**src/hw/ccp_defines.svh**
```systemverilog
`ifndef CCP_DEFINES_SVH
`define CCP_DEFINES_SVH

// Register byte addresses on the AXI4-Lite slave.
`define CCP_OFF_CTRL     32'h0000_0000
`define CCP_OFF_CFG      32'h0000_0004
`define CCP_OFF_STATUS   32'h0000_0008

// Bit positions in the prescale control register.
`define CCP_B_MULT_ON    0
`define CCP_B_TCS        1
`define CCP_B_DIV_LO     2
`define CCP_B_DIV_HI     3
`define CCP_B_FIM        4

// Bit positions in the configuration register.
`define CCP_B_HALVE      0

// Bit positions in the status register.
`define CCP_B_ST_SRC     0
`define CCP_B_ST_DIV_LO  1
`define CCP_B_ST_DIV_HI  2
`define CCP_B_ST_IFAST   3
`define CCP_B_ST_PFAST   4
`define CCP_B_ST_OSCRUN  5

// AXI responses.
`define CCP_RESP_OKAY    2'h0
`define CCP_RESP_SLVERR  2'h2

// Reset values, and the divide field that fast mode uses.
`define CCP_CTRL_RST     5'h00
`define CCP_DIV_RST      2'h0
`define CCP_DIV_FAST     2'h0

// Internal oscillator model: half period in core clock cycles, minus one.
`define CCP_OSC_HALF     4'h5

`endif

```
**src/hw/ccp_pkg.sv**
```systemverilog
package ccp_pkg;

  typedef enum logic {
    CCP_SRC_OSC,
    CCP_SRC_EXT
  } ccp_src_e;

  typedef logic [1:0] ccp_div_t;

endpackage : ccp_pkg

```
**src/hw/ccp_mux_if.sv**
```systemverilog
`timescale 1ns/1ps
`default_nettype none

interface ccp_mux_if;
  logic sel;
  logic clk_a;
  logic clk_b;
  logic clk_y;
  logic cur_sel;

  modport mux (input sel, input clk_a, input clk_b, output clk_y, output cur_sel);
  modport ctl (output sel, output clk_a, output clk_b, input clk_y, input cur_sel);
endinterface : ccp_mux_if

`default_nettype wire

```
**src/hw/ccp_gf_mux.sv**
```systemverilog
`timescale 1ns/1ps
`default_nettype none

// Glitch-free selector between two clock levels; sel 0 picks clk_a.
module ccp_gf_mux (
  input wire logic clk_i,
  input wire logic rst_n_i,
  ccp_mux_if.mux   m
);

  logic cur_sel_r;
  logic y_r;

  // The source only changes while both inputs and the output sit low, so
  // neither phase of the output can be cut short by a switch.
  always_ff @(posedge clk_i or negedge rst_n_i) begin
    if (!rst_n_i) begin
      cur_sel_r <= 1'b0;
    end else if (m.sel != cur_sel_r && !m.clk_a && !m.clk_b && !y_r) begin
      cur_sel_r <= m.sel;
    end
  end

  always_ff @(posedge clk_i or negedge rst_n_i) begin
    if (!rst_n_i) begin
      y_r <= 1'b0;
    end else begin
      y_r <= cur_sel_r ? m.clk_b : m.clk_a;
    end
  end

  assign m.clk_y   = y_r;
  assign m.cur_sel = cur_sel_r;
endmodule : ccp_gf_mux

`default_nettype wire

```
**src/hw/ccp_top.sv**
```systemverilog
// Summary of operation
// - Source select bit picks oscillator or external
// - Source select loaded during reset sequence
// - Source select defaults to internal oscillator
// - Oscillator stops only in halt or external
// - Normal instruction clock is reference divided by two
// - Halving bit divides multiplier reference by two
// - Multiplier x32 then divides by 1,2,4,8
// - Divide field selects 8/16/32/64 MHz timer clock
// - Multiplier enable powers multiplier, starts locking
// - Multiplier enable frozen while PWM timer runs
// - Timer select routes multiplier or instruction clock
// - Timer select guarded by enable and run
// - Divide change applies at PWM counter overflow
// - Divide field reads last written value
// - Fast mode uses the 00 divide output
// - Fast mode write forced clear when multiplier off
// - Instruction clock source switchable on the fly
`timescale 1ns/1ps
`default_nettype none
`include "ccp_defines.svh"

module ccp_top (
  input  wire logic         CORE_CLK_I,
  input  wire logic         NRST_I,
  input  wire logic         CLK_SRC_STRAP_I,
  input  wire logic         EXT_CLK_I,
  input  wire logic         HALT_I,
  input  wire logic         PWM_RUN_I,
  input  wire logic         PWM_OVF_I,
  input  wire logic         MULT_X32_I,
  input  wire logic [31:0]  AWADDR_I,
  input  wire logic         AWVALID_I,
  output logic              AWREADY_O,
  input  wire logic [31:0]  WDATA_I,
  input  wire logic [3:0]   WSTRB_I,
  input  wire logic         WVALID_I,
  output logic              WREADY_O,
  output logic [1:0]        BRESP_O,
  output logic              BVALID_O,
  input  wire logic         BREADY_I,
  input  wire logic [31:0]  ARADDR_I,
  input  wire logic         ARVALID_I,
  output logic              ARREADY_O,
  output logic [31:0]       RDATA_O,
  output logic [1:0]        RRESP_O,
  output logic              RVALID_O,
  input  wire logic         RREADY_I,
  output ccp_pkg::ccp_src_e CLK_SRC_O,
  output logic              OSC_RUN_O,
  output logic              SELECTED_REF_CLK_O,
  output logic              MULT_REF_CLK_O,
  output logic              MULT_ON_O,
  output logic              INSTR_CLK_O,
  output logic              FAST_CORE_CLK_O,
  output logic              PWM_TIMER_CLK_O
);
  import ccp_pkg::*;

  // Source selection and internal oscillator.
  ccp_src_e src_sel_r;
  logic     loaded_r;
  logic [3:0] osc_cnt_r;
  logic     osc_r;
  logic     osc_run;
  logic     ref_lvl;
  logic     ref_prev_r;
  logic     ref_rise;

  // The strap is captured once, on the first edge after reset release,
  // which stands in for the end of the system reset sequence.
  always_ff @(posedge CORE_CLK_I or negedge NRST_I) begin
    if (!NRST_I) begin
      src_sel_r <= CCP_SRC_OSC;
      loaded_r  <= 1'b0;
    end else if (!loaded_r) begin
      src_sel_r <= CLK_SRC_STRAP_I ? CCP_SRC_EXT : CCP_SRC_OSC;
      loaded_r  <= 1'b1;
    end
  end

  assign osc_run = !HALT_I && (src_sel_r == CCP_SRC_OSC);

  always_ff @(posedge CORE_CLK_I or negedge NRST_I) begin
    if (!NRST_I) begin
      osc_cnt_r <= 4'h0;
      osc_r     <= 1'b0;
    end else if (osc_run) begin
      if (osc_cnt_r == `CCP_OSC_HALF) begin
        osc_cnt_r <= 4'h0;
        osc_r     <= !osc_r;
      end else begin
        osc_cnt_r <= osc_cnt_r + 4'h1;
      end
    end
  end

  assign ref_lvl  = (src_sel_r == CCP_SRC_EXT) ? EXT_CLK_I : osc_r;
  assign ref_rise = ref_lvl && !ref_prev_r;

  always_ff @(posedge CORE_CLK_I or negedge NRST_I) begin
    if (!NRST_I) begin
      ref_prev_r <= 1'b0;
    end else begin
      ref_prev_r <= ref_lvl;
    end
  end

  // Register state.
  ccp_mux_if icm ();
  ccp_mux_if pcm ();
  logic     mult_on_r;
  logic     tcs_r;
  logic     fim_r;
  ccp_div_t div_sw_r;
  ccp_div_t div_eff_r;
  logic     halve_r;

  // AXI4-Lite slave.
  logic        aw_have_r;
  logic        w_have_r;
  logic [31:0] awaddr_r;
  logic [31:0] wdata_r;
  logic [3:0]  wstrb_r;
  logic        bvalid_r;
  logic [1:0]  bresp_r;
  logic        rvalid_r;
  logic [1:0]  rresp_r;
  logic [31:0] rdata_r;
  logic        wr_go;
  logic        wr_ctrl;
  logic        wr_cfg;

  assign AWREADY_O = !aw_have_r && !bvalid_r;
  assign WREADY_O  = !w_have_r && !bvalid_r;
  assign ARREADY_O = !rvalid_r;
  assign wr_go     = aw_have_r && w_have_r && !bvalid_r;
  assign wr_ctrl   = wr_go && (awaddr_r == `CCP_OFF_CTRL) && wstrb_r[0];
  assign wr_cfg    = wr_go && (awaddr_r == `CCP_OFF_CFG) && wstrb_r[0];

  always_ff @(posedge CORE_CLK_I or negedge NRST_I) begin
    if (!NRST_I) begin
      aw_have_r <= 1'b0;
      awaddr_r  <= 32'h0;
    end else if (AWVALID_I && AWREADY_O) begin
      aw_have_r <= 1'b1;
      awaddr_r  <= AWADDR_I;
    end else if (wr_go) begin
      aw_have_r <= 1'b0;
    end
  end

  always_ff @(posedge CORE_CLK_I or negedge NRST_I) begin
    if (!NRST_I) begin
      w_have_r <= 1'b0;
      wdata_r  <= 32'h0;
      wstrb_r  <= 4'h0;
    end else if (WVALID_I && WREADY_O) begin
      w_have_r <= 1'b1;
      wdata_r  <= WDATA_I;
      wstrb_r  <= WSTRB_I;
    end else if (wr_go) begin
      w_have_r <= 1'b0;
    end
  end

  always_ff @(posedge CORE_CLK_I or negedge NRST_I) begin
    if (!NRST_I) begin
      bvalid_r <= 1'b0;
      bresp_r  <= `CCP_RESP_OKAY;
    end else if (wr_go) begin
      bvalid_r <= 1'b1;
      if (awaddr_r == `CCP_OFF_CTRL || awaddr_r == `CCP_OFF_CFG
          || awaddr_r == `CCP_OFF_STATUS) begin
        bresp_r <= `CCP_RESP_OKAY;
      end else begin
        bresp_r <= `CCP_RESP_SLVERR;
      end
    end else if (BREADY_I) begin
      bvalid_r <= 1'b0;
    end
  end

  assign BVALID_O = bvalid_r;
  assign BRESP_O  = bresp_r;

  always_ff @(posedge CORE_CLK_I or negedge NRST_I) begin
    if (!NRST_I) begin
      rvalid_r <= 1'b0;
      rresp_r  <= `CCP_RESP_OKAY;
      rdata_r  <= 32'h0;
    end else if (ARVALID_I && ARREADY_O) begin
      rvalid_r <= 1'b1;
      rresp_r  <= `CCP_RESP_OKAY;
      rdata_r  <= 32'h0;
      if (ARADDR_I == `CCP_OFF_CTRL) begin
        rdata_r[`CCP_B_MULT_ON]            <= mult_on_r;
        rdata_r[`CCP_B_TCS]                <= tcs_r;
        rdata_r[`CCP_B_DIV_HI:`CCP_B_DIV_LO] <= div_sw_r;
        rdata_r[`CCP_B_FIM]                <= fim_r;
      end else if (ARADDR_I == `CCP_OFF_CFG) begin
        rdata_r[`CCP_B_HALVE] <= halve_r;
      end else if (ARADDR_I == `CCP_OFF_STATUS) begin
        rdata_r[`CCP_B_ST_SRC]                     <= src_sel_r;
        rdata_r[`CCP_B_ST_DIV_HI:`CCP_B_ST_DIV_LO] <= div_eff_r;
        rdata_r[`CCP_B_ST_IFAST]                   <= icm.cur_sel;
        rdata_r[`CCP_B_ST_PFAST]                   <= pcm.cur_sel;
        rdata_r[`CCP_B_ST_OSCRUN]                  <= osc_run;
      end else begin
        rresp_r <= `CCP_RESP_SLVERR;
      end
    end else if (RREADY_I) begin
      rvalid_r <= 1'b0;
    end
  end

  assign RVALID_O = rvalid_r;
  assign RRESP_O  = rresp_r;
  assign RDATA_O  = rdata_r;

  // Prescale control bits. Guards look at the state before the write.
  always_ff @(posedge CORE_CLK_I or negedge NRST_I) begin
    if (!NRST_I) begin
      mult_on_r <= 1'b0;
    end else if (wr_ctrl && !PWM_RUN_I) begin
      mult_on_r <= wdata_r[`CCP_B_MULT_ON];
    end
  end

  always_ff @(posedge CORE_CLK_I or negedge NRST_I) begin
    if (!NRST_I) begin
      tcs_r <= 1'b0;
    end else if (wr_ctrl && !PWM_RUN_I) begin
      if (!wdata_r[`CCP_B_TCS] || mult_on_r) begin
        tcs_r <= wdata_r[`CCP_B_TCS];
      end
    end
  end

  always_ff @(posedge CORE_CLK_I or negedge NRST_I) begin
    if (!NRST_I) begin
      fim_r <= 1'b0;
    end else if (wr_ctrl) begin
      fim_r <= wdata_r[`CCP_B_FIM] && mult_on_r;
    end
  end

  always_ff @(posedge CORE_CLK_I or negedge NRST_I) begin
    if (!NRST_I) begin
      div_sw_r <= `CCP_DIV_RST;
    end else if (wr_ctrl) begin
      div_sw_r <= wdata_r[`CCP_B_DIV_HI:`CCP_B_DIV_LO];
    end
  end

  // A divide written during a PWM cycle waits for the counter overflow.
  always_ff @(posedge CORE_CLK_I or negedge NRST_I) begin
    if (!NRST_I) begin
      div_eff_r <= `CCP_DIV_RST;
    end else if (!PWM_RUN_I || PWM_OVF_I) begin
      div_eff_r <= div_sw_r;
    end
  end

  always_ff @(posedge CORE_CLK_I or negedge NRST_I) begin
    if (!NRST_I) begin
      halve_r <= 1'b0;
    end else if (wr_cfg) begin
      halve_r <= wdata_r[`CCP_B_HALVE];
    end
  end

  // Reference derived clocks.
  logic mref_r;
  logic instr_div_r;

  always_ff @(posedge CORE_CLK_I or negedge NRST_I) begin
    if (!NRST_I) begin
      mref_r <= 1'b0;
    end else if (halve_r) begin
      if (ref_rise) begin
        mref_r <= !mref_r;
      end
    end else begin
      mref_r <= ref_lvl;
    end
  end

  always_ff @(posedge CORE_CLK_I or negedge NRST_I) begin
    if (!NRST_I) begin
      instr_div_r <= 1'b0;
    end else if (ref_rise) begin
      instr_div_r <= !instr_div_r;
    end
  end

  // Multiplier output divider. The x32 product arrives from the analog core.
  logic       x_prev_r;
  logic [2:0] mdiv_r;
  logic       x_rise;
  logic       fast_lvl;
  logic       pwm_lvl;

  assign x_rise = MULT_X32_I && !x_prev_r;

  always_ff @(posedge CORE_CLK_I or negedge NRST_I) begin
    if (!NRST_I) begin
      x_prev_r <= 1'b0;
      mdiv_r   <= 3'h0;
    end else if (!mult_on_r) begin
      x_prev_r <= 1'b0;
      mdiv_r   <= 3'h0;
    end else begin
      x_prev_r <= MULT_X32_I;
      if (x_rise) begin
        mdiv_r <= mdiv_r + 3'h1;
      end
    end
  end

  // Field 00 is the slowest output (divide by 8), 11 passes the product.
  always_comb begin
    pwm_lvl = 1'b0;
    case (div_eff_r)
      2'h0:    pwm_lvl = mdiv_r[2];
      2'h1:    pwm_lvl = mdiv_r[1];
      2'h2:    pwm_lvl = mdiv_r[0];
      default: pwm_lvl = MULT_X32_I && mult_on_r;
    endcase
  end

  assign fast_lvl = (`CCP_DIV_FAST == 2'h0) ? mdiv_r[2] : mdiv_r[0];

  // Glitch-free selection of the instruction and PWM timer clocks.
  assign icm.sel   = fim_r;
  assign icm.clk_a = instr_div_r;
  assign icm.clk_b = fast_lvl;
  assign pcm.sel   = tcs_r;
  assign pcm.clk_a = icm.clk_y;
  assign pcm.clk_b = pwm_lvl;

  ccp_gf_mux u_instr_mux (
    .clk_i   (CORE_CLK_I),
    .rst_n_i (NRST_I),
    .m       (icm)
  );

  ccp_gf_mux u_pwm_mux (
    .clk_i   (CORE_CLK_I),
    .rst_n_i (NRST_I),
    .m       (pcm)
  );

  // Clock data outputs come from flip-flops.
  logic osc_run_r;
  logic ref_o_r;
  logic fast_o_r;

  always_ff @(posedge CORE_CLK_I or negedge NRST_I) begin
    if (!NRST_I) begin
      osc_run_r <= 1'b0;
      ref_o_r   <= 1'b0;
      fast_o_r  <= 1'b0;
    end else begin
      osc_run_r <= osc_run;
      ref_o_r   <= ref_lvl;
      fast_o_r  <= fast_lvl;
    end
  end

  assign CLK_SRC_O          = src_sel_r;
  assign OSC_RUN_O          = osc_run_r;
  assign SELECTED_REF_CLK_O = ref_o_r;
  assign MULT_REF_CLK_O     = mref_r;
  assign MULT_ON_O          = mult_on_r;
  assign INSTR_CLK_O        = icm.clk_y;
  assign FAST_CORE_CLK_O    = fast_o_r;
  assign PWM_TIMER_CLK_O    = pcm.clk_y;
endmodule : ccp_top

`default_nettype wire

```
**config.mk**
```make
export PLATFORM = sky130hd
export DESIGN_NAME = ccp_top
export DESIGN_NICKNAME = d
export VERILOG_FILES = /design/src/hw/ccp_pkg.sv /design/src/hw/ccp_mux_if.sv /design/src/hw/ccp_gf_mux.sv /design/src/hw/ccp_top.sv
export VERILOG_INCLUDE_DIRS = /design/src /design/src/hw
export SDC_FILE = /design/constraint.sdc
export NUM_CORES = 1
export LEC_CHECK = 0
export ABC_AREA = 1
export BUFFER_PORTS_ARGS = -buffer_cell sky130_fd_sc_hd__buf_2
export CORE_MARGIN = 4
export CORE_UTILIZATION = 44
export CTS_CLUSTER_DIAMETER = 200
export DETAILED_ROUTE_END_ITERATION = 16
export PLACE_DENSITY = 0.83
export SETUP_SLACK_MARGIN = 0.5
export SLEW_MARGIN = 10
export SYNTH_ARGS = -nofsm -noshare
export SYNTH_HDL_FRONTEND = slang
export SYNTH_SLANG_ARGS = --single-unit
```
**constraint.sdc**
```tcl
create_clock -name CORE_CLK_I -period 1.2 [get_ports CORE_CLK_I]
set_input_delay 0.06 -clock CORE_CLK_I [delete_from_list [all_inputs] [get_ports CORE_CLK_I]]
set_output_delay 0.06 -clock CORE_CLK_I [all_outputs]
set_load 0.01 [all_outputs]
```
---- After elaboration in Yosys (flattened, before gate mapping) ----
Cells that the tools add are included.
operators by class
  $add $sub $neg .......................... 2
  equality and inequality tests ........... 11
  multiplexer cells ....................... 27
  bitwise operators ....................... 1
  reductions and logical operators ........ 52
operator list
  operator             count
  $eq 32x3->1 const B  2
  $eq 32x4->1 const B  2
  $logic_not 32->1     2
  $logic_and 1x1->1    23
  $logic_not 1->1      16
  $mux 1               16
  $mux 5               2
  $mux 2               4
  $reduce_bool 2->1    4
  $mux 3               2
  $mux 6               1
  $add 4x1->4 const B  1
  $eq 4x3->1 const B   1
  $logic_or 1x1->1     4
  $mux 4               1
  $reduce_and 2->1     2
  $add 3x1->3 const B  1
  $pmux 1 s3           1
  $eq 2x1->1 const B   1
  $eq 2x2->1 const B   1
  $logic_not 2->1      1
  $ne 1x1->1           2
  $ne 2x1->1 const B   1
  $ne 2x2->1 const B   1
  $not 1->1            1
storage, ports and cells
  bits in registers ....................... 80
  output and inout port bits .............. 49
  logic and storage cells ................. 124

---- Logic depth before layout (Yosys ltp) ----
  depth after elaboration ................. 6
  gate-level depth with buffers ........... 9
  mapped depth without buffers ............ 9

---- Hierarchy ----
Synthesis repeated with hierarchy kept, for this count alone.
second synthesis, totals
  cells, all modules ...................... 409
  area total of the unflattened synthesis .. 3,865.0 um2
modules (own cells, without submodules)
  module      times used  cells each  area each (um2)  seq. area each (um2)
  ccp_top     1           389         3,694.8          1,851.8
  ccp_gf_mux  2           10          85.1             50.0

---- Worst setup path after synthesis ----
No wires, ideal clock.
  path type ............................... flip-flop to flip-flop
  start point ............................. register bvalid_r (netlist: BVALID_O)
  end point ............................... register awaddr_r[10]
  setup time .............................. 0.125 ns
  arrival ................................. 1.164 ns
  data required time ...................... 1.075 ns
  slack ................................... -0.089 ns
  cell stages (with the launch flop) ...... 5
  period minus slack after synthesis ...... 1.289 ns
  cell sequence ........................... dfrtp_1 nor2_4 nand2_4 buf_6 mux2_4
on the way
  word-level cells in the longest chain between the ends .. 3
ends and longest elaborated chain
  item                    RTL line        text
  start, declared         ccp_top.sv:125  logic bvalid_r;
  start signal, assigned  ccp_top.sv:169  bvalid_r <= 1'b0;
  start signal, assigned  ccp_top.sv:172  bvalid_r <= 1'b1;
  start signal, assigned  ccp_top.sv:180  bvalid_r <= 1'b0;
  $logic_not 1->1         ccp_top.sv:134  assign AWREADY_O = !aw_have_r && !bvalid_r;
  $logic_and 1x1->1       ccp_top.sv:134
  named net AWREADY_O     ccp_top.sv:34   output logic AWREADY_O,
  $logic_and 1x1->1       ccp_top.sv:145  end else if (AWVALID_I && AWREADY_O) begin
  end signal, assigned    ccp_top.sv:144  awaddr_r <= 32'h0;
  end signal, assigned    ccp_top.sv:147  awaddr_r <= AWADDR_I;
  end, declared           ccp_top.sv:122  logic [31:0] awaddr_r;
The timed path passes the listed nets, and every way through them passes these cells.
A chain may end at the register's enable or synchronous reset.

---- Worst setup path after layout ----
  start point ............................. register awaddr_r[15]
  end point ............................... register halve_r
on the way
  word-level cells in the longest chain between the ends .. 3
ends and longest elaborated chain
  item                            RTL line        text
  $eq 32x3->1 (no line)           -
  $logic_and 1x1->1 (2 in a row)  ccp_top.sv:139  assign wr_cfg = wr_go && (awaddr_r == `CCP_OFF_CFG) && wstrb_r[0];
  end signal, assigned            ccp_top.sv:269  halve_r <= wdata_r[`CCP_B_HALVE];
  end, declared                   ccp_top.sv:117  logic halve_r;
Every way passes these cells.

==> flow_summary.json <==
{
  "synth_top_area_share_pct": 50.3,
  "syn_inst": 401,
  "route.detailed.wl_per_inst_um": 14.4,
  "power_density_mw_per_mm2": 1850,
  "final_cell_mix": "95 x buf_2, 74 x dfrtp_1, 56 x nand2_1, 48 x buf_4, 38 x nor2_1",
  "drtPass1Iterations": 4,
  "mostFrequentLayoutCell": "buf_2",
  "dieArea_mm2": 0.0104,
  "die_w_um": 102,
  "grt_max_degree": 32,
  "grt_pass1_wl_mm": 15.0,
  "syn_to_final_growth_pct": 49.3,
  "finalSetupViolations": 42,
  "cts.clk_slew.worst_paths_ns": 0.08,
  "cp-start-kind": "flop",
  "outcome": "finished, violations left",
  "routed_wl_mm": 10.2,
  "fp.dieH_um": 102,
  "synth_top_family_by_area": "simple AND/OR/NAND/NOR gates",
  "yosys.area.top_type": "dfrtp_1",
  "holdBufCountCts": 5,
  "drtIter0Drc": 45,
  "fmax_mhz": 729,
  "gr-total-overflow": 0,
  "track_usage_pct": 18.4,
  "clk_path_buf_depth": 2,
  "dp_hpwl_mm": 6.66,
  "total_power_mw": 10.7,
  "critPathArrivalTime_ns": 1.61,
  "drc_errors": 0,
  "synthXorXnorAreaFrac_pct": 1.13,
  "dpl_worst_slack_ns": -0.152,
  "synthSimpleGateAreaFrac_pct": 20.4,
  "critPathKind": "reg2reg",
  "maxCapViolCount": 0,
  "cp_max_fo": 3,
  "min_period_ns": 1.37,
  "min_path_type": "in2async",
  "ant_nets": 0,
  "clk_latency_ns": 0.34,
  "finalHoldViolCount": 88,
  "synth-seq-cells": 78,
  "irDropWorstVdd_mv": 1.32,
  "worstPathRequired_ns": 1.44,
  "p_leak_nw": 3.04,
  "seq_area_frac_synth_pct": 50.3,
  "regArea_mm2": 0.00196,
  "h-tree-depth": 3,
  "io_buffer_count": 103,
  "num_vias": 3342,
  "root_buffer": "clkbuf_8",
  "yosys_warnings": 0,
  "synthDistinctLibCells": 30,
  "period_share_pct": 114,
  "synth_area_leaders": "dfrtp_1 50%, mux2_4 10%, nand2_1 7.6%",
  "syn_area_mm2": 0.00388,
  "antennaDiodeCount": 0,
  "skew_ns": 0.00812,
  "rows": 34,
  "ios": 162,
  "rsz0062_at_grt": "true",
  "syn_area_per_cell_um2": 9.68,
  "antenna_found_initial": 0,
  "multiInputGateArea_mm2": 0.00201,
  "setup_slack_ns": -0.172,
  "grt_pass1_vias": 3431,
  "hold_slack_ns": -0.355,
  "synthMuxAreaShare_pct": 13.1,
  "failed_checks": "negative hold slack, negative setup slack",
  "nNetsFinal": 709,
  "drive_gt1_share_pct": 55.4,
  "synth-adder-area-share_pct": 0.322,
  "vias_per_cell": 4.73,
  "cts_tree": "yes",
  "cts_sinks": 78,
  "nFillCells": 620,
  "synth_compound_area_share_pct": 4.38,
  "fin_util_pct": 67.1,
  "start_util_pct": 44.9,
  "cts_made_buffers": 9,
  "core_area_mm2": 0.00864,
  "endpoint_kind": "flop",
  "report.final.slew_viol_count": 0,
  "place.gp.congestion": 0.848
}
## final timing paths
path | cells past startpoint | slack (ns) | to | startpoint
max in group asynchronous | 2 | 0.98 | mdiv_r[1]$_DFFE_PN0P_ | NRST_I
worst max-delay path | 8 | -0.17 | halve_r$_DFFE_PN0P_ | awaddr_r[15]$_DFFE_PN0P_
worst min register to register | 1 | 0.47 | osc_r$_DFFE_PN0P_ | osc_r$_DFFE_PN0P_
worst min-delay path | 1 | -0.35 | aw_have_r$_DFFE_PN0P_ | NRST_I
worst max register to register | 8 | -0.17 | halve_r$_DFFE_PN0P_ | awaddr_r[15]$_DFFE_PN0P_
min in group CORE_CLK_I | 2 | -0.06 | awaddr_r[21]$_DFFE_PN0P_ | AWADDR_I[21]
## cell type report
type | instances | area share (%)
well taps | 108 | 2.33
multi-input cells | 280 | 34.7
flip-flops and latches | 78 | 33.8
clock buffers | 13 | 2.57
repair buffers | 185 | 23.5
inverters | 41 | 2.91
clock inverters | 2 | 0.173
## through the flow
step / hold slack, ns / instance area [um^2] / setup TNS, ns / cells
2_1_floorplan: -0.236 / 4040 / -1.42 / 428
3_3_place_gp: 0.0215 / 4670 / -0.879 / 632
3_5_place_dp: 0.0222 / 4670 / -1.23 / 632
4_1_cts: -0.351 / 5380 / -3.04 / 682
5_1_grt: -0.338 / 5800 / -6.00 / 707
6_report: -0.355 / 5800 / -3.83 / 707
## routing by layer
layer	vias to the layer above	wire length, um	track usage, %
met5	-	0	0
met4	0	209	6.26
met1	1589	3570	18.8
li1	1601	-	-
met3	21	810	3.89
met2	131	5610	36.8
## synthesized netlist by cell type, drive strengths merged
master,instances
nand2,85
dfrtp,78
nor2,67
inv,41
mux2,36
buf,31
o21ai,24
nand3,13
a21oi,10
xor2,4
nor3,3
conb,2
nand4,2
and2,1
ha,1
nor3b,1
or2,1
xnor2,1
## registers in the layout, indices dropped and copies added, names as in the netlist, 2 cells and up
register / count
div_eff_r: 2
RDATA_O: 6
wdata_r: 5
osc_cnt_r: 4
mdiv_r: 3
awaddr_r: 32
div_sw_r: 2
## worst max-delay path: stages (launching register included)
cell and delay, ns:
dfrtp_1 0.38, nor2_1 0.16, nand2_2 0.09, nor2_4 0.17, nand3_2 0.08, nor2_2 0.13
nand2_1 0.09, o21ai_1 0.13, inv_1 0.04
## report_power, final
group	total (mW)	leakage, nW	switching, mW	internal, mW
registers	4.25	0.947	0.680	3.57
clock network	1.70	0.0833	0.910	0.794
logic	4.77	2.01	1.94	2.84
## kinds of logic (layout without fill, tap and decap cells)
group,after synthesis,in the layout
other,2,29
multiplexers,36,36
XOR/XNOR,5,5
AND/OR/NAND/NOR,173,175
adder cells (fa/ha/maj),1,1
flip-flops,78,78
buffers and inverters,72,241
AO/OA/AOI/OAI,34,34
## what timing repair did
item / CTS / global route
endpoints found under the setup margin: 95 / 96
gates resized for setup: 73 / 56
pin swaps: 21 / 33
hold endpoints to repair: 87 / 64
setup buffers: 27 / 23
gates cloned: 3 / 2
Note: power is estimated with default switching activity, not from simulation.
